**src/rtl/sramhc_pkg.sv**
```systemverilog
package sramhc_pkg;
  // Memory organisation
  localparam int          SRAMHC_ADDR_W     = 8;
  localparam int          SRAMHC_DATA_W     = 4;
  localparam int          SRAMHC_WORDS      = 256;
  // Clock rate and device timing (ns)
  localparam int          SRAMHC_CLK_NS     = 25;
  localparam int          SRAMHC_RC_NS      = 800;  // Read cycle, slowest grade
  localparam int          SRAMHC_WC_NS      = 800;  // Write cycle
  localparam int          SRAMHC_AW_NS      = 200;  // Address to write strobe
  localparam int          SRAMHC_WP_NS      = 450;  // Write pulse
  localparam int          SRAMHC_WR_NS      = 100;  // Write recovery
  localparam int          SRAMHC_CDR_NS     = 0;    // Deselect to retention
  // Cycle counts, least times rounded up; only the retention count is held to at least one
  localparam int          SRAMHC_RC_CYC     = (SRAMHC_RC_NS + SRAMHC_CLK_NS - 1) / SRAMHC_CLK_NS;
  localparam int          SRAMHC_AW_CYC     = (SRAMHC_AW_NS + SRAMHC_CLK_NS - 1) / SRAMHC_CLK_NS;
  localparam int          SRAMHC_WP_CYC     = (SRAMHC_WP_NS + SRAMHC_CLK_NS - 1) / SRAMHC_CLK_NS;
  localparam int          SRAMHC_WR_CYC     = (SRAMHC_WR_NS + SRAMHC_CLK_NS - 1) / SRAMHC_CLK_NS;
  localparam int          SRAMHC_CDR_RAW    = (SRAMHC_CDR_NS + SRAMHC_CLK_NS - 1) / SRAMHC_CLK_NS;
  localparam int          SRAMHC_CDR_CYC    = (SRAMHC_CDR_RAW < 1) ? 1 : SRAMHC_CDR_RAW;
  localparam int          SRAMHC_CNT_W      = 6;
  localparam logic [5:0]  SRAMHC_CNT_ZERO   = 6'h00;
  localparam logic [5:0]  SRAMHC_CNT_ONE    = 6'h01;
  localparam logic [3:0]  SRAMHC_DATA_ZERO  = 4'h0;
  localparam logic [7:0]  SRAMHC_ADDR_ZERO  = 8'h00;

  typedef enum logic [2:0] {
    SRAMHC_IDLE,
    SRAMHC_READ,
    SRAMHC_WSETUP,
    SRAMHC_WPULSE,
    SRAMHC_WRECOV,
    SRAMHC_RETAIN,
    SRAMHC_RECOVER
  } sramhc_state_type;
endpackage

```
**src/rtl/sramhc_ctrl.sv**
```systemverilog
`timescale 1ns/1ps
module sramhc_ctrl
  import sramhc_pkg::*;
(
  input  wire logic        SYS_CLK,          // 40 MHz clock
  input  wire logic        RST_N,            // Async reset, active low
  input  wire logic        REQ_VALID,        // Access request pulse or level
  input  wire logic        REQ_WRITE,        // 1 write, 0 read
  input  wire logic [7:0]  REQ_ADDR,         // Word address
  input  wire logic [3:0]  REQ_WDATA,        // Write data
  input  wire logic        COMMON_IO,        // 1 when data buses are shared
  input  wire logic        RETAIN_REQ,       // Ask for low supply retention
  output logic             REQ_READY,        // Idle, request will be taken
  output logic             RD_VALID,         // One-cycle read data strobe
  output logic [3:0]       RD_DATA,          // Read data
  output logic             RETAIN_OK,        // Supply may be lowered
  output logic             PRIMARY_SELECT_N, // Device primary select
  output logic             SECONDARY_SELECT, // Device secondary select
  output logic             OUTPUT_DISABLE,   // Device output disable
  output logic             WRITE_N,          // Device write strobe, active low
  output logic [7:0]       MEM_ADDR,         // Device address
  output logic [3:0]       MEM_DIN,          // Device data inputs
  input  wire logic [3:0]  MEM_DOUT          // Device data outputs
);
  sramhc_state_type state_ff;
  sramhc_state_type nxt_state;
  logic [3:0] dout_meta_ff;
  logic [3:0] dout_sync_ff;
  logic       retain_meta_ff;
  logic       retain_sync_ff;
  logic       tmr_load;
  logic [5:0] tmr_value;
  logic       tmr_done;

  // Timer for every phase; shared because phases never overlap
  sramhc_timer u_timer (
    .clk   (SYS_CLK),
    .rst_n (RST_N),
    .load  (tmr_load),
    .value (tmr_value),
    .done  (tmr_done)
  );

  // Read data and retention request come from outside; two flops each
  always_ff @(posedge SYS_CLK or negedge RST_N) begin
    if (!RST_N) begin
      dout_meta_ff   <= SRAMHC_DATA_ZERO;
      dout_sync_ff   <= SRAMHC_DATA_ZERO;
      retain_meta_ff <= 1'b0;
      retain_sync_ff <= 1'b0;
    end else begin
      dout_meta_ff   <= MEM_DOUT;
      dout_sync_ff   <= dout_meta_ff;
      retain_meta_ff <= RETAIN_REQ;
      retain_sync_ff <= retain_meta_ff;
    end
  end

  // Next state and timer loads
  always_comb begin
    nxt_state = state_ff;
    tmr_load  = 1'b0;
    tmr_value = SRAMHC_CNT_ZERO;
    case (state_ff)
      SRAMHC_IDLE: begin
        // A request already promised by ready is kept; retention waits a turn
        if (REQ_VALID && REQ_READY && REQ_WRITE) begin
          nxt_state = SRAMHC_WSETUP;
          tmr_load  = 1'b1;
          tmr_value = 6'(SRAMHC_AW_CYC);
        end else if (REQ_VALID && REQ_READY) begin
          nxt_state = SRAMHC_READ;
          tmr_load  = 1'b1;
          tmr_value = 6'(SRAMHC_RC_CYC);
        end else if (retain_sync_ff) begin
          nxt_state = SRAMHC_RETAIN;
          tmr_load  = 1'b1;
          tmr_value = 6'(SRAMHC_CDR_CYC);
        end
      end
      SRAMHC_READ: begin
        if (tmr_done) begin
          nxt_state = SRAMHC_IDLE;
        end
      end
      SRAMHC_WSETUP: begin
        if (tmr_done) begin
          nxt_state = SRAMHC_WPULSE;
          tmr_load  = 1'b1;
          tmr_value = 6'(SRAMHC_WP_CYC);
        end
      end
      SRAMHC_WPULSE: begin
        if (tmr_done) begin
          nxt_state = SRAMHC_WRECOV;
          tmr_load  = 1'b1;
          tmr_value = 6'(SRAMHC_WR_CYC);
        end
      end
      SRAMHC_WRECOV: begin
        if (tmr_done) begin
          nxt_state = SRAMHC_IDLE;
        end
      end
      SRAMHC_RETAIN: begin
        if (!retain_sync_ff) begin
          nxt_state = SRAMHC_RECOVER;
          tmr_load  = 1'b1;
          tmr_value = 6'(SRAMHC_RC_CYC);
        end
      end
      SRAMHC_RECOVER: begin
        if (tmr_done) begin
          nxt_state = SRAMHC_IDLE;
        end
      end
      default: begin
        nxt_state = SRAMHC_IDLE;
      end
    endcase
  end

  // State register
  always_ff @(posedge SYS_CLK or negedge RST_N) begin
    if (!RST_N) begin
      state_ff <= SRAMHC_IDLE;
    end else begin
      state_ff <= nxt_state;
    end
  end

  // Address and write data latched on accept, held through the cycle
  always_ff @(posedge SYS_CLK or negedge RST_N) begin
    if (!RST_N) begin
      MEM_ADDR <= SRAMHC_ADDR_ZERO;
      MEM_DIN  <= SRAMHC_DATA_ZERO;
    end else if (state_ff == SRAMHC_IDLE && nxt_state != SRAMHC_IDLE
                 && nxt_state != SRAMHC_RETAIN) begin
      MEM_ADDR <= REQ_ADDR;
      MEM_DIN  <= REQ_WDATA;
    end
  end

  // Device control pins; selects only asserted inside an access
  always_ff @(posedge SYS_CLK or negedge RST_N) begin
    if (!RST_N) begin
      PRIMARY_SELECT_N <= 1'b1;
      SECONDARY_SELECT <= 1'b0;
      WRITE_N          <= 1'b1;
      OUTPUT_DISABLE   <= 1'b1;
    end else begin
      case (nxt_state)
        SRAMHC_READ: begin
          PRIMARY_SELECT_N <= 1'b0;
          SECONDARY_SELECT <= 1'b1;
          WRITE_N          <= 1'b1;
          OUTPUT_DISABLE   <= 1'b0;
        end
        SRAMHC_WSETUP, SRAMHC_WRECOV: begin
          PRIMARY_SELECT_N <= 1'b0;
          SECONDARY_SELECT <= 1'b1;
          WRITE_N          <= 1'b1;
          OUTPUT_DISABLE   <= COMMON_IO;
        end
        SRAMHC_WPULSE: begin
          PRIMARY_SELECT_N <= 1'b0;
          SECONDARY_SELECT <= 1'b1;
          WRITE_N          <= 1'b0;
          OUTPUT_DISABLE   <= COMMON_IO;
        end
        default: begin
          // Standby: the low secondary select gives least current
          PRIMARY_SELECT_N <= 1'b1;
          SECONDARY_SELECT <= 1'b0;
          WRITE_N          <= 1'b1;
          OUTPUT_DISABLE   <= COMMON_IO;
        end
      endcase
    end
  end

  // User-side status; retention granted only once deselected
  always_ff @(posedge SYS_CLK or negedge RST_N) begin
    if (!RST_N) begin
      REQ_READY <= 1'b0;
      RETAIN_OK <= 1'b0;
    end else begin
      REQ_READY <= (nxt_state == SRAMHC_IDLE) && !retain_sync_ff;
      RETAIN_OK <= (state_ff == SRAMHC_RETAIN) && tmr_done;
    end
  end

  // Read data sampled at the end of the read cycle, passed as is
  always_ff @(posedge SYS_CLK or negedge RST_N) begin
    if (!RST_N) begin
      RD_VALID <= 1'b0;
      RD_DATA  <= SRAMHC_DATA_ZERO;
    end else begin
      RD_VALID <= (state_ff == SRAMHC_READ) && tmr_done;
      if (state_ff == SRAMHC_READ && tmr_done) begin
        RD_DATA <= dout_sync_ff;
      end
    end
  end
endmodule

```
**src/rtl/sramhc_timer.sv**
```systemverilog
`timescale 1ns/1ps
// Down counter; done is high while the count has reached zero
module sramhc_timer
  import sramhc_pkg::*;
(
  input  wire logic        clk,      // System clock
  input  wire logic        rst_n,    // Async reset, active low
  input  wire logic        load,     // Load a new count
  input  wire logic [5:0]  value,    // Count to load
  output logic             done      // Count expired
);
  logic [5:0] count_ff;

  // Load wins over counting
  always_ff @(posedge clk or negedge rst_n) begin
    if (!rst_n) begin
      count_ff <= SRAMHC_CNT_ZERO;
    end else if (load) begin
      count_ff <= value;
    end else if (count_ff != SRAMHC_CNT_ZERO) begin
      count_ff <= count_ff - SRAMHC_CNT_ONE;
    end
  end

  assign done = (count_ff == SRAMHC_CNT_ZERO);
endmodule

```
**config.mk**
```make
export PLATFORM = sky130hd
export DESIGN_NAME = sramhc_ctrl
export DESIGN_NICKNAME = d
export VERILOG_FILES = /design/src/rtl/sramhc_pkg.sv /design/src/rtl/sramhc_ctrl.sv /design/src/rtl/sramhc_timer.sv
export SDC_FILE = /design/constraint.sdc
export NUM_CORES = 1
export LEC_CHECK = 0
export BUFFER_PORTS_ARGS = -buffer_cell sky130_fd_sc_hd__buf_2
export CORE_MARGIN = 4
export CORE_UTILIZATION = 59
export CTS_BUF_LIST = sky130_fd_sc_hd__clkbuf_8
export CTS_CLUSTER_SIZE = 28
export DETAILED_ROUTE_END_ITERATION = 16
export PLACE_DENSITY = 0.93
export SYNTH_ARGS = -nofsm -noshare
export SYNTH_HDL_FRONTEND = slang
export SYNTH_HIERARCHICAL = 1
export SYNTH_SLANG_ARGS = --single-unit
```
**constraint.sdc**
```tcl
create_clock -name SYS_CLK -period 5.4 [get_ports SYS_CLK]
set_input_delay 1.08 -clock SYS_CLK [delete_from_list [all_inputs] [get_ports SYS_CLK]]
set_output_delay 1.08 -clock SYS_CLK [all_outputs]
set_load 0.05 [all_outputs]
```
==> results of run 1 <==
==> per-layer routing <==
metal  up-vias  share of wire (%)  global-route usage (%)
met3        10                6.6                    6.15
met2        56                 51                    33.3
met4         0                2.3                    9.16
li1        580                  -                       -
met1       612                 40                    23.8
met5         -                  0                       0
==> area by class of cell <==
class / count / area [µm²]
fill: 191 / 871
clock buffer: 6 / 82.6
timing repair buffer: 45 / 228
multi-input combinational: 85 / 698
inverter: 6 / 22.5
sequential: 42 / 1050
tap: 44 / 55.1
clock inverter: 2 / 16.3
==> flip-flops by register name, summed over array words and instances, names as in the netlist <==
| signal | cells |
|---|---|
| MEM_ADDR | 8 |
| MEM_DIN | 4 |
| OUTPUT_DISABLE | 1 |
| PRIMARY_SELECT_N | 1 |
| RD_DATA | 4 |
| RD_VALID | 1 |
| REQ_READY | 1 |
| RETAIN_OK | 1 |
| SECONDARY_SELECT | 1 |
| WRITE_N | 1 |
| dout_meta_ff | 4 |
| dout_sync_ff | 4 |
| retain_meta_ff | 1 |
| retain_sync_ff | 1 |
| state_ff | 3 |
| u_timer/count_ff | 6 |
==> placed cells by master, fill, tap and decap left out, types with 2 or more instances in the layout <==
cell type	n
buf_2	44
nor3_1	5
nor3b_1	3
a221oi_1	2
o31ai_1	3
xnor2_1	5
nand4bb_1	2
inv_1	6
or3_1	2
and2_1	2
mux2_2	16
o21ai_0	2
a21oi_1	3
ha_1	2
nand2_1	8
and3b_1	2
nor2_1	8
dfrtp_1	39
clkbuf_8	6
dfstp_2	3
==> cells by family after synthesis <==
kind of cell	Yosys count
buffers and inverters	15
XOR/XNOR	6
AND/OR/NAND/NOR	44
AO/OA/AOI/OAI	15
multiplexers	17
flip-flops	42
adder cells (fa/ha/maj)	3
==> worst max-delay path by stage <==
stage                  end  slack [ns]  depth (start not counted)
2_1_floorplan    REQ_READY        3.20                         10
3_3_place_gp   MEM_ADDR[5]        2.81                          4
3_5_place_dp   MEM_ADDR[4]        2.69                          4
4_1_cts        MEM_ADDR[4]        2.99                          4
5_1_grt        MEM_ADDR[4]        2.85                          4
6_report       MEM_ADDR[4]        2.97                          4
==> worst register-to-register path, delay by kind of cell, from the launching register on <==
kind / cells / cell delay (ns)
AND/OR/NAND/NOR: 6 / 1.70
flip-flops: 1 / 0.45
==> report_power, final <==
part           internal (mW)  switching, mW  total, mW
Combinational          0.248          0.494      0.742
Clock                  0.105          0.112      0.217
Sequential             0.432         0.0984      0.531
Total                  0.786          0.704       1.49
==> per-stage QoR <==
stage | worst slack (ns) | total power [mW] | utilization, %
5_1_grt | 2.85 | 1.58 | 71.2
2_1_floorplan | 3.20 | 1.14 | -
6_report | 2.97 | 1.49 | 71.2
3_5_place_dp | 2.69 | 1.27 | 68.0
3_3_place_gp | 2.81 | 1.23 | 68.0
4_1_cts | 2.99 | 1.49 | 71.2
==> impl_metrics.env, run 1 <==
export IMPL_synthCells=142
export IMPL_cp_end_kind="flop"
export IMPL_die_height_um=63.9
export IMPL_hp_start="dout_meta_ff[0]"
export IMPL_crit_buf_inv=1
export IMPL_tns_ns=0
export IMPL_synthTopCellsByArea="dfrtp_1, mux2_2, dfstp_2"
export IMPL_clkTransAtPathRegs_ns=0.08
export IMPL_path_cells="buf_2, nand4bb_1, nor2_1, mux2_2"
export IMPL_period_minus_slack_ns=2.43
export IMPL_htreeDepth=2
export IMPL_p_per_area_nw_per_um2=691
export IMPL_synth_most_common_cell="dfrtp_1"
export IMPL_finalSetupViolations=0
export IMPL_die_area_um2=4080
export IMPL_reg2reg_from="u_timer/count_ff[2]"
export IMPL_yosys_top_cells_count="dfrtp_1, mux2_2, nand2_1, nor2_1, inv_1"
export IMPL_die_w_um=63.9
export IMPL_cpLargestDelayFamily="simple AND/OR/NAND/NOR gates"
export IMPL_start_util_pct=60.8
export IMPL_tightest_slew_ns=0.968
export IMPL_viasPerCell=5.47
export IMPL_clkLatencyLatePin_ns=0.30
export IMPL_synth_fp_nets=166
export IMPL_grt_pass1_vias=1367
export IMPL_arrival_ns=2.62
export IMPL_required_ns=5.59
export IMPL_synth_top_area_share_pct=53.0
export IMPL_rsz0062_at_grt="no"
export IMPL_ff2ff_setup_slack_ns=3.16
export IMPL_slowest_delay_ns=0.79
export IMPL_cts_tree="built"
export IMPL_grt_max_degree=43
export IMPL_synth_warnings=6
export IMPL_holdPathEnd="dout_sync_ff[0]"
export IMPL_yosysTopAreaCell="dfrtp_1"
export IMPL_ys_types=43
export IMPL_min_path_type="reg2reg"
export IMPL_status="completed"
export IMPL_drt_total_wl_mm=3.65
export IMPL_crit_type="in2reg"
export IMPL_stdcell_area_um2=2160
export IMPL_drive_above_1_share_pct=43.5
export IMPL_critical_path_peak_fanout=12
export IMPL_skew_ns=0.00191
export IMPL_cts_hold_buf=0
export IMPL_ant_nets=0
export IMPL_avgSynthCellArea_um2=13.0
export IMPL_syn2layout_area_growth_pct=17.1
export IMPL_slowest_stage="nor2_1"
export IMPL_clock_fmax_ghz=0.411
export IMPL_p_leak_nw=1.02
export IMPL_drt_iter0_drc=57
export IMPL_ctsResizeCount=0
export IMPL_ys_seq_area_share_pct=57.3
export IMPL_max_vdd_ir_drop_uv=423
export IMPL_diodes=0
export IMPL_core_area_um2=3030
export IMPL_placed_cell_area_um2=2060
export IMPL_antenna_found_initial=0
export IMPL_place_inst=222
export IMPL_track_usage_pct=20.1
export IMPL_cap_viol_max_count=0
export IMPL_hold_ws_ns=0.354
export IMPL_io_pins=45
export IMPL_port_buffers=44
export IMPL_stdcell_count=230
export IMPL_synthXorXnorAreaFrac_pct=2.85
export IMPL_cts_made_buffers=5
export IMPL_synth_edf_count=0
export IMPL_finalCritPeriodShare_pct=45.1
export IMPL_clock_path_buffers=2
export IMPL_rr_endpoint="REQ_READY"
export IMPL_synth_top_family_by_area="simple AND/OR/NAND/NOR gates"
export IMPL_synthSimpleGateAreaFrac_pct=16.0
export IMPL_vias=1258
export IMPL_synth_seq_cells=42
export IMPL_synth_area_mux_share_pct=10.3
export IMPL_async_flop_share_pct=100
export IMPL_maxSlewViolCount=0
export IMPL_syn_area_um2=1840
export IMPL_root_buffer="clkbuf_8"
export IMPL_max_slew_margin_pct=35.2
export IMPL_cp_startpoint="REQ_VALID"
export IMPL_cts_setup_buffers=0
export IMPL_finalNetCount=209
export IMPL_wl_per_cell_um=15.9
export IMPL_synthAdderAreaFrac_pct=1.90
export IMPL_grt_overflow_total=0
export IMPL_cp_start_kind="primary input"
export IMPL_finalHoldViolCount=0
export IMPL_grt_first_pass_wirelength_mm=6.30
export IMPL_synthFlopType="dfrtp_1"
export IMPL_place_congestion=0.874
export IMPL_synth_compound_area_share_pct=6.86
export IMPL_reg2regPathDepth=6
export IMPL_first_pass_iters=4
export IMPL_dpl_hpwl_mm=2.60
export IMPL_drc_errors=0
export IMPL_hold_path_depth=0
export IMPL_fp_row_count=20
export IMPL_cts_sinks=42
(Power assumes the default switching activity.)
==> run 2: changes to the inputs <==
Settings changed: CORE_UTILIZATION 59 to 49, PLACE_DENSITY 0.93 to 0.83.
Clock period 5.4 ns to 2.08 ns, I/O delays scaled along.
==> run 2 against run 1 <==
Net effect: clock power up 110%; clock skew up 0.0026 ns; worst setup slack worse by 2.9 ns; global-route usage down 4.3 points; via count down 1.2%; highest routed layer unchanged; largest cell class unchanged.
==> impl_metrics.env, run 2 (synthesis results as in run 1) <==
export IMPL_finalSetupViolations=0
export IMPL_finalHoldViolCount=0
export IMPL_max_vdd_ir_drop_uv=1090
export IMPL_crit_buf_inv=1
export IMPL_grt_first_pass_wirelength_mm=6.07
export IMPL_max_slew_margin_pct=72.5
export IMPL_crit_cells=7
export IMPL_rsz0062_at_grt="no"
export IMPL_slowest_stage="dfrtp_1"
export IMPL_finalNetCount=218
export IMPL_largest_register="MEM_ADDR"
export IMPL_tns_ns=0
export IMPL_syn2layout_area_growth_pct=22.5
export IMPL_start_util_pct=50.7
export IMPL_p_per_area_nw_per_um2=1750
export IMPL_required_ns=2.28
export IMPL_dpl_hpwl_mm=2.62
export IMPL_min_path_type="in2async"
export IMPL_grt_overflow_total=0
export IMPL_die_area_um2=4800
export IMPL_drive_above_1_share_pct=49.0
export IMPL_slowest_delay_ns=0.40
export IMPL_clock_fmax_ghz=0.499
export IMPL_grt_pass1_vias=1378
export IMPL_reg2regPathDepth=7
export IMPL_skew_ns=0.00448
export IMPL_clock_path_buffers=2
export IMPL_largest_register_ffs=8
export IMPL_die_height_um=69.3
export IMPL_fillCellCount=304
export IMPL_place_congestion=0.749
export IMPL_ant_nets=0
export IMPL_track_usage_pct=15.8
export IMPL_fp_row_count=22
export IMPL_cp_start_kind="flop"
export IMPL_critical_path_peak_fanout=8
export IMPL_die_w_um=69.3
export IMPL_antenna_found_initial=0
export IMPL_cap_viol_max_count=0
export IMPL_reg_top3="MEM_ADDR x8, u_timer/count_ff x6"
export IMPL_stdcell_area_um2=2260
export IMPL_drt_iter0_drc=25
export IMPL_final_common_cell="buf_2"
export IMPL_arrival_ns=2.20
export IMPL_drt_total_wl_mm=3.53
export IMPL_cts_made_buffers=5
export IMPL_wl_per_cell_um=14.6
export IMPL_final_cell_mix="buf_2, dfrtp_1, mux2_2"
export IMPL_port_buffers=44
export IMPL_cts_tree="built"
export IMPL_p_leak_nw=1.07
export IMPL_io_pins=45
export IMPL_htreeDepth=2
export IMPL_root_buffer="clkbuf_8"
export IMPL_path_cells="inv_2, ha_4, and2_4, and4b_1, or3_4, or2_4, nor4_4"
export IMPL_vias=1243
export IMPL_clkTransAtPathRegs_ns=0.07
export IMPL_period_minus_slack_ns=2.00
export IMPL_tightest_slew_ns=0.412
export IMPL_cpLargestDelayFamily="simple AND/OR/NAND/NOR gates"
export IMPL_viasPerCell=5.14
export IMPL_maxSlewViolCount=0
export IMPL_finalCritPeriodShare_pct=96.3
export IMPL_placed_cell_area_um2=2130
export IMPL_diodes=0
export IMPL_grt_max_degree=43
export IMPL_first_pass_iters=4
export IMPL_drc_errors=0
export IMPL_cp_end_kind="flop"
export IMPL_status="completed"
export IMPL_clkLatencyLatePin_ns=0.28
export IMPL_cts_sinks=42
export IMPL_core_area_um2=3630
export IMPL_crit_type="reg2reg"
## run 2: layout make-up
cell class / instances / area (µm²) / area share (%)
clock buffer: 5 / 68.8 / 3.05
inverter: 6 / 22.5 / 0.998
multi-input combinational: 85 / 732 / 32.4
clock inverter: 2 / 7.51 / 0.333
timing repair buffer: 54 / 308 / 13.6
sequential: 42 / 1060 / 46.9
tap: 48 / 60.1 / 2.66
## run 2: layer usage
metal,wire length (µm),vias up,global-route usage (%)
met3,254,9,6.09
met4,82,0,6.72
li1,-,598,-
met2,1850,44,27.2
met1,1340,592,17.2
met5,0,-,0
## run 2: timing repair
item	CTS	global route
hold endpoints to repair	0	0
setup buffers	0	4
gates resized for setup	0	6
hold buffers	0	0
endpoints found under the setup margin	0	7
## run 2: report_power, final
part           switching, mW  internal [mW]  total [mW]
logic                   1.32          0.784        2.10
clock network          0.240          0.221       0.461
registers              0.253           1.13        1.38
total                   1.81           2.13        3.94
## run 2: final timing paths
path / to / slack, ns / from
min in group SYS_CLK: retain_meta_ff / 0.23 / RETAIN_REQ
min reg2reg: dout_sync_ff[2] / 0.35 / dout_meta_ff[2]
min: MEM_ADDR[5] / 0.1 / RST_N
max in group asynchronous: OUTPUT_DISABLE / 1.73 / RST_N
max: REQ_READY / 0.08 / u_timer/count_ff[1]
max reg2reg: REQ_READY / 0.08 / u_timer/count_ff[1]
## run 2: per-stage QoR
step	utilization (%)	hold WS, ns	std cells	total power, mW	worst slack [ns]
floorplan	-	0.120	142	2.98	-0.0507
global placement	58.5	0.333	231	3.28	0.132
detailed placement	58.5	0.339	231	3.38	0.0520
CTS	60.6	0.104	238	3.85	0.0165
global route	62.1	0.103	242	4.20	0.0112
finish	62.1	0.0979	242	3.94	0.0775
==> run 3: changes to the inputs <==
Settings changed: CORE_ASPECT_RATIO set to 0.6, TNS_END_PERCENT set to 10.
==> run 3 against run 2 <==
Net effect: clock skew up 0.00088 ns; sequential share of layout area is 0.28 points higher; critical path depth decreased by 2; register-to-register slack about the same; non-clock buffer count shrank 4.
==> impl_metrics.env, run 3 (synthesis results as in run 1) <==
export IMPL_fillCellCount=247
export IMPL_use_met2_pct=23.7
export IMPL_tightest_slew_ns=0.507
export IMPL_p_per_area_nw_per_um2=1800
export IMPL_finalNetCount=214
export IMPL_max_vdd_ir_drop_uv=1110
export IMPL_power_frac_comb_pct=50.7
export IMPL_finalCritPeriodShare_pct=96.2
export IMPL_arrival_ns=2.19
export IMPL_grt_max_degree=43
export IMPL_ant_nets=0
export IMPL_cp_start_kind="flop"
export IMPL_die_height_um=55.5
export IMPL_min_path_type="in2async"
export IMPL_reg2reg_from="u_timer/count_ff[2]"
export IMPL_cp_end_kind="flop"
export IMPL_htreeDepth=2
export IMPL_pre_cts_slack_ns=0.0742
export IMPL_required_ns=2.26
export IMPL_drt_total_wl_mm=3.69
export IMPL_cts_made_buffers=5
export IMPL_drt_iter0_drc=43
export IMPL_setup_slack_ns=0.0785
export IMPL_drive_above_1_share_pct=46.6
export IMPL_cts_sinks=42
export IMPL_viasPerCell=5.41
export IMPL_path_cells="nor4_4, and2_4, buf_4, and4bb_2, mux2_2"
export IMPL_wl_per_cell_um=15.6
export IMPL_grt_use_met1_pct=23.5
export IMPL_p_sw_mw=1.83
export IMPL_grt_overflow_total=0
export IMPL_p_seq_share_pct=33.8
export IMPL_status="completed"
export IMPL_cap_viol_max_count=0
export IMPL_crit_type="reg2reg"
export IMPL_reg2regPathDepth=5
export IMPL_period_minus_slack_ns=2.00
export IMPL_fp_row_count=16
export IMPL_skew_ns=0.00537
export IMPL_clkTransAtPathRegs_ns=0.08
export IMPL_port_buffers=44
export IMPL_final_common_cell="buf_2"
export IMPL_slowest_delay_ns=0.45
export IMPL_critical_path_peak_fanout=9
export IMPL_rr_endpoint="RD_DATA[3]"
export IMPL_syn2layout_area_growth_pct=21.6
export IMPL_die_area_um2=4840
export IMPL_p_int_mw=2.20
export IMPL_cpLargestDelayFamily="simple AND/OR/NAND/NOR gates"
export IMPL_vias=1277
export IMPL_clkLatencyLatePin_ns=0.30
export IMPL_antenna_found_initial=0
export IMPL_root_buffer="clkbuf_8"
export IMPL_crit_buf_inv=1
export IMPL_switching_share_pct=45.4
export IMPL_p_leak_nw=1.06
export IMPL_die_w_um=87.2
export IMPL_largest_register_ffs=8
export IMPL_rsz0062_at_grt="yes"
export IMPL_grt_pass1_vias=1297
export IMPL_io_pins=45
export IMPL_clock_fmax_ghz=0.500
export IMPL_cts_hold_buf=0
export IMPL_maxSlewViolCount=0
export IMPL_global_route_usage_met3_pct=5.35
export IMPL_ff2ff_setup_slack_ns=0.08
export IMPL_first_pass_iters=4
export IMPL_slowest_stage="dfrtp_1"
export IMPL_hold_ws_ns=0.175
export IMPL_largest_register="MEM_ADDR"
export IMPL_finalSetupViolations=0
export IMPL_grt_busiest_layer="met2"
export IMPL_clock_path_buffers=2
export IMPL_dpl_hpwl_mm=2.76
export IMPL_reg_top3="MEM_ADDR x8, u_timer/count_ff x6"
export IMPL_finalHoldViolCount=0
export IMPL_max_slew_margin_pct=66.2
export IMPL_cts_setup_buffers=0
export IMPL_core_area_um2=3420
export IMPL_track_usage_pct=16.9
export IMPL_drc_errors=0
export IMPL_grt_first_pass_wirelength_mm=6.25
export IMPL_diodes=0
export IMPL_cts_tree="built"
export IMPL_clock_power_share_pct=15.5
export IMPL_stdcell_count=236
export IMPL_place_inst=228
export IMPL_start_util_pct=53.8
export IMPL_place_congestion=0.831
export IMPL_final_cell_mix="buf_2, dfrtp_1, mux2_2"
export IMPL_tns_ns=0
run 3: worst max path at each step:
stage / cells after the start / slack [ns] / start / end
after floorplan: 10 / -0.09 / u_timer/count_ff[0] / REQ_READY
after global placement: 6 / 0.14 / u_timer/count_ff[2] / SECONDARY_SELECT
after detailed placement: 7 / 0.07 / u_timer/count_ff[0] / SECONDARY_SELECT
after CTS: 5 / 0.06 / u_timer/count_ff[2] / RD_DATA[3]
after global routing: 5 / -0.03 / u_timer/count_ff[2] / RD_DATA[3]
final: 5 / 0.08 / u_timer/count_ff[2] / RD_DATA[3]
run 3: cell type report:
cell class | count | area (µm²) | share of cell area [%]
Timing Repair Buffer | 50 | 265 | 11.8
Inverter | 6 | 22.5 | 1.01
Tap cell | 45 | 56.3 | 2.51
Clock inverter | 3 | 41.3 | 1.84
Multi-Input combinational cell | 85 | 729 | 32.6
Clock buffer | 5 | 68.8 | 3.07
Sequential cell | 42 | 1060 | 47.2
run 3: metal layers:
metal / vias up / part of all wire (%)
met4: 0 / 1.7
li1: 588 / -
met3: 8 / 7.9
met5: - / 0
met1: 632 / 44
met2: 49 / 46
run 3: repair_timing:
action                                  in CTS  in global routing
endpoints found under the hold margin        0                  0
endpoints found under the setup margin       0                 11
resized for setup                            0                  5
run 3: power by group through the flow:
stage               registers, mW  clock network [mW]  logic [mW]
global route                 1.40               0.685        2.17
CTS                          1.35               0.637        2.00
floorplan                    1.98                   0       0.973
global placement             1.34                   0        1.94
detailed placement           1.36                   0        2.00
finish                       1.36               0.622        2.04
run 3: metrics by stage:
step / area, µm² / power (mW) / utilization [%]
final: 2240 / 4.02 / 65.4
after detailed placement: 2100 / 3.35 / 61.3
after floorplan: 1850 / 2.95 / -
after CTS: 2210 / 3.99 / 64.5
after global placement: 2100 / 3.27 / 61.3
after global routing: 2240 / 4.26 / 65.4
